**src/common/change_alarm_pkg.sv**
```systemverilog
package change_alarm_pkg;
	localparam int ALARM_BITS = 16;
	localparam int EXT_LEVELS = 16;
	localparam int SUB_LEVELS = 8;
	// Party-line level numbers of the data and service lines.
	localparam logic [4:0] DATA_LINE_LEVEL = 5'h0C;
	localparam logic [4:0] SERVICE_LINE_LEVEL = 5'h0D;
	localparam logic [1:0] TRIG_RISE = 2'h1;
	localparam logic [1:0] TRIG_FALL = 2'h2;
	localparam logic [1:0] TRIG_BOTH = 2'h3;
	localparam logic [ALARM_BITS-1:0] RESET_WORD = 16'h0000;

	typedef enum logic [1:0] {
		ROUTE_PRIORITY = 2'h0,
		ROUTE_DATA_LINE = 2'h1,
		ROUTE_SERVICE_LINE = 2'h3
	} alarm_route_type;

	// Vector request to the host: which party line and which sub-level.
	typedef struct packed {
		logic valid;
		logic [4:0] line_level;
		logic [2:0] sub_level;
	} vector_req_type;

	typedef struct packed {
		logic valid;
		logic service_line;
		logic [2:0] sub_level;
	} service_ack_type;
endpackage : change_alarm_pkg

```
**src/rtl/change_alarm_interrupt_coupler.sv**
```systemverilog
`timescale 1ns/1ps
// How it works
// [RULE1] Sixteen alarm inputs share one level, priority or party-line.
// [RULE2] Any alarm input change raises the interrupt-setting output.
// [RULE3] Per-bit trigger choice: rising, falling or both edges. The code uses one alarm_trig_i setting for all sixteen bits.
// [RULE4] Per-bit detection pulses are ORed into one alarm output.
// [RULE5] The alarm output may set one party-line sub-level request.
// [RULE6] Sixteen external signals each drive their own priority level.
// [RULE7] Each external input triggers on rising or falling transition.
// [RULE8] Eight signals attach as data or service party-line sub-levels.
// [RULE9] Each sub-level presents its own distinct vector location.
// [RULE10] One data coupler slot and one service slot, eight each.
// [RULE11] Host reads the sixteen alarm bits as one word after interrupt.
// [RULE12] External coupler outputs drive priority inputs directly.
// [RULE13] Inputs are synchronised and compared to form one-cycle pulses.
// [RULE14] Requests stay pending until the host acknowledges them.
module change_alarm_interrupt_coupler
	import change_alarm_pkg::*;
#(
	parameter int ALARM_N = change_alarm_pkg::ALARM_BITS,
	parameter int EXT_N = change_alarm_pkg::EXT_LEVELS,
	parameter int SUB_N = change_alarm_pkg::SUB_LEVELS
) (
	input wire logic clk_i,
	input wire logic sys_rst_i,
	input wire logic [ALARM_N-1:0] alarm_in_i,
	input wire logic [1:0] alarm_trig_i,
	input wire change_alarm_pkg::alarm_route_type alarm_route_i,
	input wire logic [3:0] alarm_prio_sel_i,
	input wire logic [2:0] alarm_sub_sel_i,
	input wire logic alarm_word_rd_i,
	input wire logic [EXT_N-1:0] ext_in_i,
	input wire logic [EXT_N-1:0] ext_rise_i,
	input wire logic [EXT_N-1:0] ext_ack_i,
	input wire logic [SUB_N-1:0] data_sub_in_i,
	input wire logic [SUB_N-1:0] svc_sub_in_i,
	input wire logic [SUB_N-1:0] sub_rise_i,
	input wire change_alarm_pkg::service_ack_type sub_ack_i,
	output logic alarm_pulse_o,
	output logic [ALARM_N-1:0] alarm_word_o,
	output logic [EXT_N-1:0] prio_req_o,
	output logic data_line_req_o,
	output logic svc_line_req_o,
	output logic [SUB_N-1:0] data_pend_o,
	output logic [SUB_N-1:0] svc_pend_o,
	output change_alarm_pkg::vector_req_type data_vec_o,
	output change_alarm_pkg::vector_req_type svc_vec_o
);
	import change_alarm_pkg::*;

	localparam int SYNC_N = ALARM_N + EXT_N + 2 * SUB_N;

	// Lowest pending sub-level wins the vector; used for both lines.
	function automatic logic [2:0] first_set(input logic [SUB_N-1:0] v);
		logic [2:0] idx;
		idx = 3'h0;
		for (int i = SUB_N - 1; i >= 0; i--) begin
			if (v[i]) begin
				idx = 3'(i);
			end
		end
		return idx;
	endfunction : first_set

	logic [SYNC_N-1:0] raw_all, rise_all, fall_all, lvl_all, pulse_all;
	logic [ALARM_N-1:0] alarm_pulses;
	logic [EXT_N-1:0] ext_pulses;
	logic [SUB_N-1:0] data_pulses, svc_pulses;
	logic alarm_any;

	assign raw_all = {svc_sub_in_i, data_sub_in_i, ext_in_i, alarm_in_i};
	assign rise_all = {sub_rise_i, sub_rise_i, ext_rise_i,
		{ALARM_N{alarm_trig_i[0]}}}; // [RULE3] [RULE7]
	assign fall_all = {~sub_rise_i, ~sub_rise_i, ~ext_rise_i,
		{ALARM_N{alarm_trig_i[1]}}}; // [RULE3] [RULE7]

	edge_pulse_bank #(
		.WIDTH(SYNC_N)
	) u_edges (
		.clk_i(clk_i),
		.sys_rst_i(sys_rst_i),
		.sig_i(raw_all),
		.rise_en_i(rise_all),
		.fall_en_i(fall_all),
		.level_o(lvl_all),
		.pulse_o(pulse_all)
	); // [RULE13]

	assign alarm_pulses = pulse_all[ALARM_N-1:0];
	assign ext_pulses = pulse_all[ALARM_N +: EXT_N];
	assign data_pulses = pulse_all[ALARM_N+EXT_N +: SUB_N];
	assign svc_pulses = pulse_all[ALARM_N+EXT_N+SUB_N +: SUB_N];
	assign alarm_any = |alarm_pulses; // [RULE2] [RULE4]

	logic alarm_pulse_ff, nxt_alarm_pulse;
	logic [ALARM_N-1:0] alarm_word_ff, nxt_alarm_word;
	logic [EXT_N-1:0] prio_ff, nxt_prio;
	logic [SUB_N-1:0] data_ff, nxt_data, svc_ff, nxt_svc;
	vector_req_type data_vec_ff, nxt_data_vec, svc_vec_ff, nxt_svc_vec;

	always_comb begin
		nxt_alarm_pulse = alarm_any; // [RULE4]
		nxt_alarm_word = alarm_word_ff;
		if (alarm_word_rd_i) begin
			nxt_alarm_word = lvl_all[ALARM_N-1:0]; // [RULE11]
		end
		// Set wins over acknowledge so an edge in the ack cycle is kept.
		nxt_prio = (prio_ff & ~ext_ack_i) | ext_pulses; // [RULE6] [RULE14]
		nxt_data = data_ff;
		nxt_svc = svc_ff;
		if (sub_ack_i.valid && !sub_ack_i.service_line) begin
			nxt_data[sub_ack_i.sub_level] = 1'b0; // [RULE14]
		end
		if (sub_ack_i.valid && sub_ack_i.service_line) begin
			nxt_svc[sub_ack_i.sub_level] = 1'b0; // [RULE14]
		end
		nxt_data = nxt_data | data_pulses; // [RULE8] [RULE10]
		nxt_svc = nxt_svc | svc_pulses; // [RULE8] [RULE10]
		unique case (alarm_route_i) // [RULE1]
			ROUTE_PRIORITY: begin
				nxt_prio[alarm_prio_sel_i] = 1'b1 & alarm_any |
					nxt_prio[alarm_prio_sel_i];
			end
			ROUTE_DATA_LINE: begin
				nxt_data[alarm_sub_sel_i] = alarm_any |
					nxt_data[alarm_sub_sel_i]; // [RULE5]
			end
			ROUTE_SERVICE_LINE: begin
				nxt_svc[alarm_sub_sel_i] = alarm_any |
					nxt_svc[alarm_sub_sel_i]; // [RULE5]
			end
			default: begin
			end
		endcase
		nxt_data_vec.valid = |nxt_data;
		nxt_data_vec.line_level = DATA_LINE_LEVEL;
		nxt_data_vec.sub_level = first_set(nxt_data); // [RULE9]
		nxt_svc_vec.valid = |nxt_svc;
		nxt_svc_vec.line_level = SERVICE_LINE_LEVEL;
		nxt_svc_vec.sub_level = first_set(nxt_svc); // [RULE9]
	end

	always_ff @(posedge clk_i or posedge sys_rst_i) begin
		if (sys_rst_i) begin
			alarm_pulse_ff <= 1'b0;
			alarm_word_ff <= RESET_WORD;
			prio_ff <= '0;
			data_ff <= '0;
			svc_ff <= '0;
			data_vec_ff <= '0;
			svc_vec_ff <= '0;
		end else begin
			alarm_pulse_ff <= nxt_alarm_pulse;
			alarm_word_ff <= nxt_alarm_word;
			prio_ff <= nxt_prio;
			data_ff <= nxt_data;
			svc_ff <= nxt_svc;
			data_vec_ff <= nxt_data_vec;
			svc_vec_ff <= nxt_svc_vec;
		end
	end

	assign alarm_pulse_o = alarm_pulse_ff;
	assign alarm_word_o = alarm_word_ff;
	assign prio_req_o = prio_ff; // [RULE12]
	assign data_pend_o = data_ff;
	assign svc_pend_o = svc_ff;
	assign data_line_req_o = data_vec_ff.valid;
	assign svc_line_req_o = svc_vec_ff.valid;
	assign data_vec_o = data_vec_ff;
	assign svc_vec_o = svc_vec_ff;
endmodule : change_alarm_interrupt_coupler

```
**src/rtl/edge_pulse_bank.sv**
```systemverilog
`timescale 1ns/1ps
module edge_pulse_bank #(
	parameter int WIDTH = 16
) (
	input wire logic clk_i,
	input wire logic sys_rst_i,
	input wire logic [WIDTH-1:0] sig_i,
	input wire logic [WIDTH-1:0] rise_en_i,
	input wire logic [WIDTH-1:0] fall_en_i,
	output logic [WIDTH-1:0] level_o,
	output logic [WIDTH-1:0] pulse_o
);
	logic [WIDTH-1:0] meta_ff, sync_ff, prev_ff;
	logic [WIDTH-1:0] nxt_meta, nxt_sync, nxt_prev;

	always_comb begin
		nxt_meta = sig_i;
		nxt_sync = meta_ff;
		nxt_prev = sync_ff;
	end

	// Two stages before use; sync_ff and its delayed copy prev_ff feed the comparator.
	always_ff @(posedge clk_i or posedge sys_rst_i) begin
		if (sys_rst_i) begin
			meta_ff <= '0;
			sync_ff <= '0;
			prev_ff <= '0;
		end else begin
			meta_ff <= nxt_meta;
			sync_ff <= nxt_sync;
			prev_ff <= nxt_prev;
		end
	end

	assign level_o = sync_ff;
	assign pulse_o = (sync_ff & ~prev_ff & rise_en_i) |
		(~sync_ff & prev_ff & fall_en_i); // [RULE13]
endmodule : edge_pulse_bank

```
**config.mk**
```make
export PLATFORM = sky130hd
export DESIGN_NAME = change_alarm_interrupt_coupler
export DESIGN_NICKNAME = d
export VERILOG_FILES = /design/src/common/change_alarm_pkg.sv /design/src/rtl/change_alarm_interrupt_coupler.sv /design/src/rtl/edge_pulse_bank.sv
export SDC_FILE = /design/constraint.sdc
export NUM_CORES = 1
export LEC_CHECK = 0
export ABC_CLOCK_PERIOD_IN_PS = 19100
export BUFFER_PORTS_ARGS = -buffer_cell sky130_fd_sc_hd__buf_2
export CORE_UTILIZATION = 30
export DETAILED_ROUTE_END_ITERATION = 8
export SETUP_SLACK_MARGIN = 0.15
export SYNTH_ARGS = -nofsm -noshare
export SYNTH_HDL_FRONTEND = slang
export SYNTH_SLANG_ARGS = --single-unit
export TNS_END_PERCENT = 5
```
**constraint.sdc**
```tcl
create_clock -name clk_i -period 19.1 [get_ports clk_i]
set_clock_uncertainty 0.05 [all_clocks]
set_input_delay 3.82 -clock clk_i [delete_from_list [all_inputs] [get_ports clk_i]]
set_output_delay 3.82 -clock clk_i [all_outputs]
set_load 0.01 [all_outputs]
```
==> results.toml, run 1 <==
[floorplan]
io_pins = 176
die_h_um = 165
row_count = 59
dieArea_um2 = 27200
core_area_um2 = 26100
start_util_pct = 30.5
die_w_um = 165

[detailed_routing]
routed_via_density = 4.65
drc = 0
ant_nets = 0
wire_per_inst_um = 16.3
num_vias = 5475
dr.pass1.iters = 4
wirelength_um = 19200
drt_iter0_markers = 241

[cts]
clk_latency_ns = 0.51
numCtsBuffers = 24
cts_tree = "done"
cts.sinks = 202
htreeDepth = 1
clk_pin_slew_worst_paths_ns = 0.06
postCtsSetupBuffers = 0
cts_buffer_depth = 3
cts_resized = 0
cts_hold_buf = 0
cts_root_buffer = "clkbuf_16"

[synthesis]
synth_enable_flop_cells = 0
synth_cells = 650
yosysWarnings = 0
yosysSeqAreaShare_pct = 63.6
synth_cell_types = 74
syn_area_um2 = 7950
ys_top_cells_by_area = "dfrtp_1 64%, mux2i_1 3.4%, nor2_1 2.8%, nand2_1 2.5%, mux2_2 2.4%"
synth_top_area_share_pct = 63.6
async_reset_ff_share_pct = 100
synth-main-ff-cell = "dfrtp_1"
synth-seq-cells = 202
syn_area_per_cell_um2 = 12.2
yosys.area.top_type = "dfrtp_1"

[power_and_ir_drop]
pwr-share-seq_pct = 46.4
power.leakage_nw = 4.50
swShare_pct = 24.6
p_int_uw = 763
vdd_drop_max_mv = 0.0628
report.power.total_mw = 1.01
p_per_area_nw_per_um2 = 102
p_switching_uw = 249
clock_power_share_pct = 44.0
combPwrFrac_pct = 9.6

[setup_path]
crit_required_ns = 19.43
r2r_start = "u_edges.level_o[10]"
crit_start = "alarm_sub_sel_i[0]"
cp-start-kind = "input port"
path_max_fanout = 27
end_kind = "register"
critPathKind = "input port to register"
cp.arrival_ns = 6.44

[timing]
setup_violations = 0
worst_slew_pin_slew_ns = 0.928
min_period_over_period_pct = 32.0
fmax_mhz = 164
hold_viol_final = 0
drv_slew = 0
tns_ns = 0
finalCriticalPeriod_ns = 6.11
relSlewSlack_pct = 37.3
rsz0062_at_grt = "no"
fin_ws_ns = 12.99

[grt]
grt_max_degree = 133
grt_pass1_wl_um = 30200
grt_pass1_vias = 5529
track_usage_pct = 14.5
grt-ovfl-total = 0
antenna_found_initial = 3

[hold_path]
hold_path.class = "register to register"
hold_path.startpoint = "u_edges.meta_ff[19]"

[cells_and_area]
final_cell_mix = "202 x dfrtp_1, 170 x buf_2, 60 x nor2_1, 54 x nand2_1, 29 x nor2b_1"
syn2layout_area_growth_pct = 24.2
drive_above_1_share_pct = 30.9
final_common_cell = "dfrtp_1"
ff_latch_area_um2 = 5050
final_core_util_pct = 37.9
fillers = 2551
multi_input_area_um2 = 2640
fin_nets = 930

[placed_design]
dp_slack_ns = 12.53
gp_congestion = 0.872
port_buffers = 170
dp_hpwl_um = 14200

[run]
maxCapViolCount = 0

[outcome]
status = "finished clean"
-- state kept, by name, indices dropped and copies added, names as in the netlist, 3 cells and up --
| name | cells |
|---|---|
| svc_pend_o | 8 |
| u_edges.meta_ff | 48 |
| data_pend_o | 8 |
| u_edges.level_o | 48 |
| data_vec_o | 3 |
| prio_req_o | 16 |
| alarm_word_o | 16 |
| svc_vec_o | 4 |
| u_edges.prev_ff | 48 |
-- power groups by stage --
| stage | registers (mW) | clock network [mW] | logic, mW |
|---|---|---|---|
| after global placement | 0.477 | 0 | 0.0988 |
| after detailed placement | 0.478 | 0 | 0.0988 |
| after global routing | 0.473 | 0.478 | 0.109 |
| after floorplan | 0.479 | 0 | 0.0549 |
| final | 0.470 | 0.445 | 0.0976 |
| after CTS | 0.470 | 0.462 | 0.0992 |
-- cell type report --
type,count,share of cell area (%)
flip-flops and latches,202,51.2
diodes,3,0.0760
clock buffers,31,6.96
multi-input cells,396,26.7
well taps,335,4.24
repair buffers,171,8.69
inverters,28,1.14
clock inverters,11,1.00
-- critical path, cell delays in order --
cell and delay, ns:
buf_2 0.45, inv_2 0.22, nand2_1 0.17, a21oi_1 0.05, o21ai_0 0.17, nand4_1 0.21, nor3_2 0.67, a31oi_1 0.21
or2_0 0.26, or2_1 0.22
-- stage by stage --
stage                     instance area [um^2]  std cells  hold slack, ns
final                                     9880       1177           0.295
after global routing                      9870       1174           0.302
after CTS                                 9870       1174           0.296
after detailed placement                  9090       1132           0.285
after global placement                    9090       1132           0.282
after floorplan                           7970        654           0.281
-- Yosys cell counts (3+ instances only) --
cell      number
and2_1         4
a21oi_1       20
dfrtp_1      202
o21ai_1        5
a31oi_1        8
mux2i_1       27
nand4_1        4
nand2_1       54
nor2_1        60
mux4_2         5
a221oi_1      16
clkbuf_1      10
o21ai_0       17
nor2b_1       29
o22ai_1        4
o221ai_1       3
inv_1         26
or3b_1         3
nor3_1        14
mux2_2        17
nand3b_1       6
buf_4         11
nor3b_1        3
and3b_1        4
nand3_1       12
buf_2          4
nand2b_1      19
-- layer usage --
metal	GRT usage [%]	vias up	share of wire [%]
li1	-	2614	-
met1	19.3	2655	44
met2	23.2	171	47
met3	3.74	33	7.3
met4	4.09	2	1.8
met5	0	-	0.068
-- cell families (layout without fill, tap and decap cells) --
| kind of cell | count (synthesis) | in the layout | synth area share [%] |
|---|---|---|---|
| simple gates | 233 | 233 | 15.1 |
| compound gates | 108 | 108 | 10.6 |
| other cells | 2 | 9 | 0.0944 |
| mux | 49 | 49 | 7.22 |
| buf+inv | 56 | 241 | 3.41 |
| flops | 202 | 202 | 63.6 |
-- worst paths after layout --
path	cells after the start	end	slack, ns
setup / recovery	10	data_line_req_o	12.99
hold / removal	0	u_edges.level_o[19]	0.30
setup reg to reg	9	data_line_req_o	15.36
max in group asynchronous	3	data_vec_o[1]	14.03
hold reg to reg	0	u_edges.level_o[19]	0.30
min in group asynchronous	2	svc_vec_o[3]	3.44
Power figures use the tool's default switching activity.
==> run 2, diff against run 1 <==
--- a/config.mk
+++ b/config.mk
@@ -5,7 +5,7 @@
 export SDC_FILE = /design/constraint.sdc
 export NUM_CORES = 1
 export LEC_CHECK = 0
-export ABC_CLOCK_PERIOD_IN_PS = 19100
+export ABC_CLOCK_PERIOD_IN_PS = 5600
 export BUFFER_PORTS_ARGS = -buffer_cell sky130_fd_sc_hd__buf_2
 export CORE_UTILIZATION = 30
 export DETAILED_ROUTE_END_ITERATION = 8
==> constraint.sdc (replaced) <==
create_clock -name clk_i -period 5.6 [get_ports clk_i]
set_clock_uncertainty 0.05 [all_clocks]
set_input_delay 1.12 -clock clk_i [delete_from_list [all_inputs] [get_ports clk_i]]
set_output_delay 1.12 -clock clk_i [all_outputs]
set_load 0.01 [all_outputs]
==> run 2 against run 1 <==
  * Via count up 0.13%
  * Sequential share of layout area down 0.20 points
  * Global-route usage down 0.21 points
  * Register-to-register slack worse by 13 ns
  * Utilization up 0.15 points
  * Flip-flop and latch count unchanged
  * Critical path depth down 1
  * Critical path type is now register to register
==> results.toml, run 2 (synthesized netlist as in run 1, its figures left out) <==
[power_and_ir_drop]
p_int_mw = 2.63
power.leakage_nw = 4.51
p_per_area_nw_per_um2 = 351
report.power.total_mw = 3.49
combPwrFrac_pct = 9.7
swShare_pct = 24.6
p_switching_uw = 858
vdd_drop_max_mv = 0.235
pwr-share-seq_pct = 46.0
clock_power_share_pct = 44.4

[outcome]
status = "finished clean"

[setup_path]
timing.rr.end = "data_line_req_o"
critPathKind = "register to register"
cp-start-kind = "register"
path_max_fanout = 12
crit_required_ns = 5.95
slowest_stage = "nor3_2"
cp.arrival_ns = 3.92
crit_start = "u_edges.level_o[10]"
crit_top_cell = "nand4_1"
critPathMaxStageDelay_ns = 0.71
r2r_start = "u_edges.level_o[10]"
reg2reg_slack_ns = 2.03
crit_chain = "nor2b_1 > a2111oi_0 > nand4_1 > a22oi_2 > nand4_1 > nor3_2 > a31oi_1 > or2_0 > or2_1"
ff2ff_path_depth = 9
crit_path_end = "data_line_req_o"
end_kind = "register"

[cts]
numCtsBuffers = 24
cts_buffer_depth = 3
cts.sinks = 202
cts_tree = "done"
clk_pin_slew_worst_paths_ns = 0.06
cts_root_buffer = "clkbuf_16"
clk_latency_ns = 0.51
cts_hold_buf = 0
cts_resized = 0
postCtsSetupBuffers = 0
htreeDepth = 1

[cells_and_area]
fillers = 2566
final_cell_mix = "202 x dfrtp_1, 170 x buf_2, 60 x nor2_1, 54 x nand2_1, 29 x nor2b_1"
syn2layout_area_growth_pct = 24.7
drive_above_1_share_pct = 31.2
fin_nets = 932
final_common_cell = "dfrtp_1"

[detailed_routing]
dr.pass1.iters = 4
ant_nets = 0
wire_per_inst_um = 16.3
routed_via_density = 4.65
num_vias = 5482
wirelength_um = 19200
drt_iter0_markers = 258
drc = 0

[grt]
grt_max_degree = 106
antenna_found_initial = 3
grt_pass1_vias = 5590
grt-ovfl-total = 0
grt_pass1_wl_um = 30000
track_usage_pct = 14.3

[timing]
relSlewSlack_pct = 38.9
finalCriticalPeriod_ns = 3.57
min_period_over_period_pct = 63.7
rsz0062_at_grt = "no"
drv_slew = 0
setup_violations = 0
tns_ns = 0
hold_viol_final = 0
worst_slew_pin_slew_ns = 0.903
fmax_mhz = 280

[floorplan]
core_area_um2 = 26100
die_w_um = 165
die_h_um = 165
io_pins = 176
start_util_pct = 30.5
row_count = 59
dieArea_um2 = 27200

[placed_design]
port_buffers = 170
dp_hpwl_um = 14400
gp_congestion = 0.851

[hold_path]
holdPathStages = 0
hold_path.class = "register to register"

[run]
maxCapViolCount = 0
==> run 2: cell count changes in the layout (fill, tap and decap cells not counted) <==
cell,change
buf_4,+1
inv_8,-1
buf_12,+1
diode_2,-2
clkinv_4,+1
clkinvlp_4,+2
inv_6,-1
clkbuf_8,-2
bufinv_16,+1
clkinv_2,+2
==> run 2: per-stage QoR <==
| stage | hold WS, ns | utilization, % | setup WS [ns] | cells | area [um^2] |
|---|---|---|---|---|---|
| 2_1_floorplan | 0.281 | - | 1.81 | 654 | 7970 |
| 3_3_place_gp | 0.282 | 35.0 | 1.73 | 1134 | 9110 |
| 3_5_place_dp | 0.285 | 35.0 | 1.66 | 1134 | 9110 |
| 4_1_cts | 0.297 | 38.1 | 1.98 | 1178 | 9920 |
| 5_1_grt | 0.301 | 38.1 | 1.80 | 1178 | 9920 |
| 6_report | 0.296 | 38.1 | 2.03 | 1179 | 9920 |
==> run 2: worst min path at each step <==
stage,startpoint,endpoint
3_3_place_gp,u_edges.meta_ff[8],u_edges.level_o[8]
6_report,u_edges.meta_ff[3],u_edges.level_o[3]
4_1_cts,u_edges.meta_ff[41],u_edges.level_o[41]
3_5_place_dp,u_edges.meta_ff[13],u_edges.level_o[13]
5_1_grt,u_edges.meta_ff[25],u_edges.level_o[25]
2_1_floorplan,u_edges.meta_ff[0],u_edges.level_o[0]
==> run 2: layout make-up <==
class / count / area (um^2) / share of cell area [%]
repair buffers: 173 / 886 / 8.93
multi-input cells: 396 / 2640 / 26.6
diodes: 1 / 2.50 / 0.0252
inverters: 28 / 109 / 1.10
flip-flops and latches: 202 / 5050 / 51.0
clock inverters: 15 / 146 / 1.48
clock buffers: 29 / 661 / 6.66
well taps: 335 / 419 / 4.22
==> run 2: power by group through the flow <==
| stage | clock network, mW | registers [mW] | logic (mW) |
|---|---|---|---|
| 5_1_grt | 1.66 | 1.61 | 0.375 |
| 3_5_place_dp | 0 | 1.63 | 0.340 |
| 6_report | 1.55 | 1.60 | 0.337 |
| 2_1_floorplan | 0 | 1.63 | 0.187 |
| 3_3_place_gp | 0 | 1.63 | 0.340 |
| 4_1_cts | 1.60 | 1.60 | 0.341 |
==> run 2: worst max-delay path, delay by kind of cell, from the launching register on <==
kind,cells,cell delay [ns]
DFF,1,0.39
AOI/OAI and AO/OA,3,1.22
and+or+nand+nor,6,1.80
==> run 2: per-layer routing <==
layer	up-vias	track usage, %	wire, um
li1	2612	-	-
met1	2666	19.3	8780
met2	167	22.9	8800
met3	33	3.44	1250
met4	4	3.79	376
met5	-	0	25
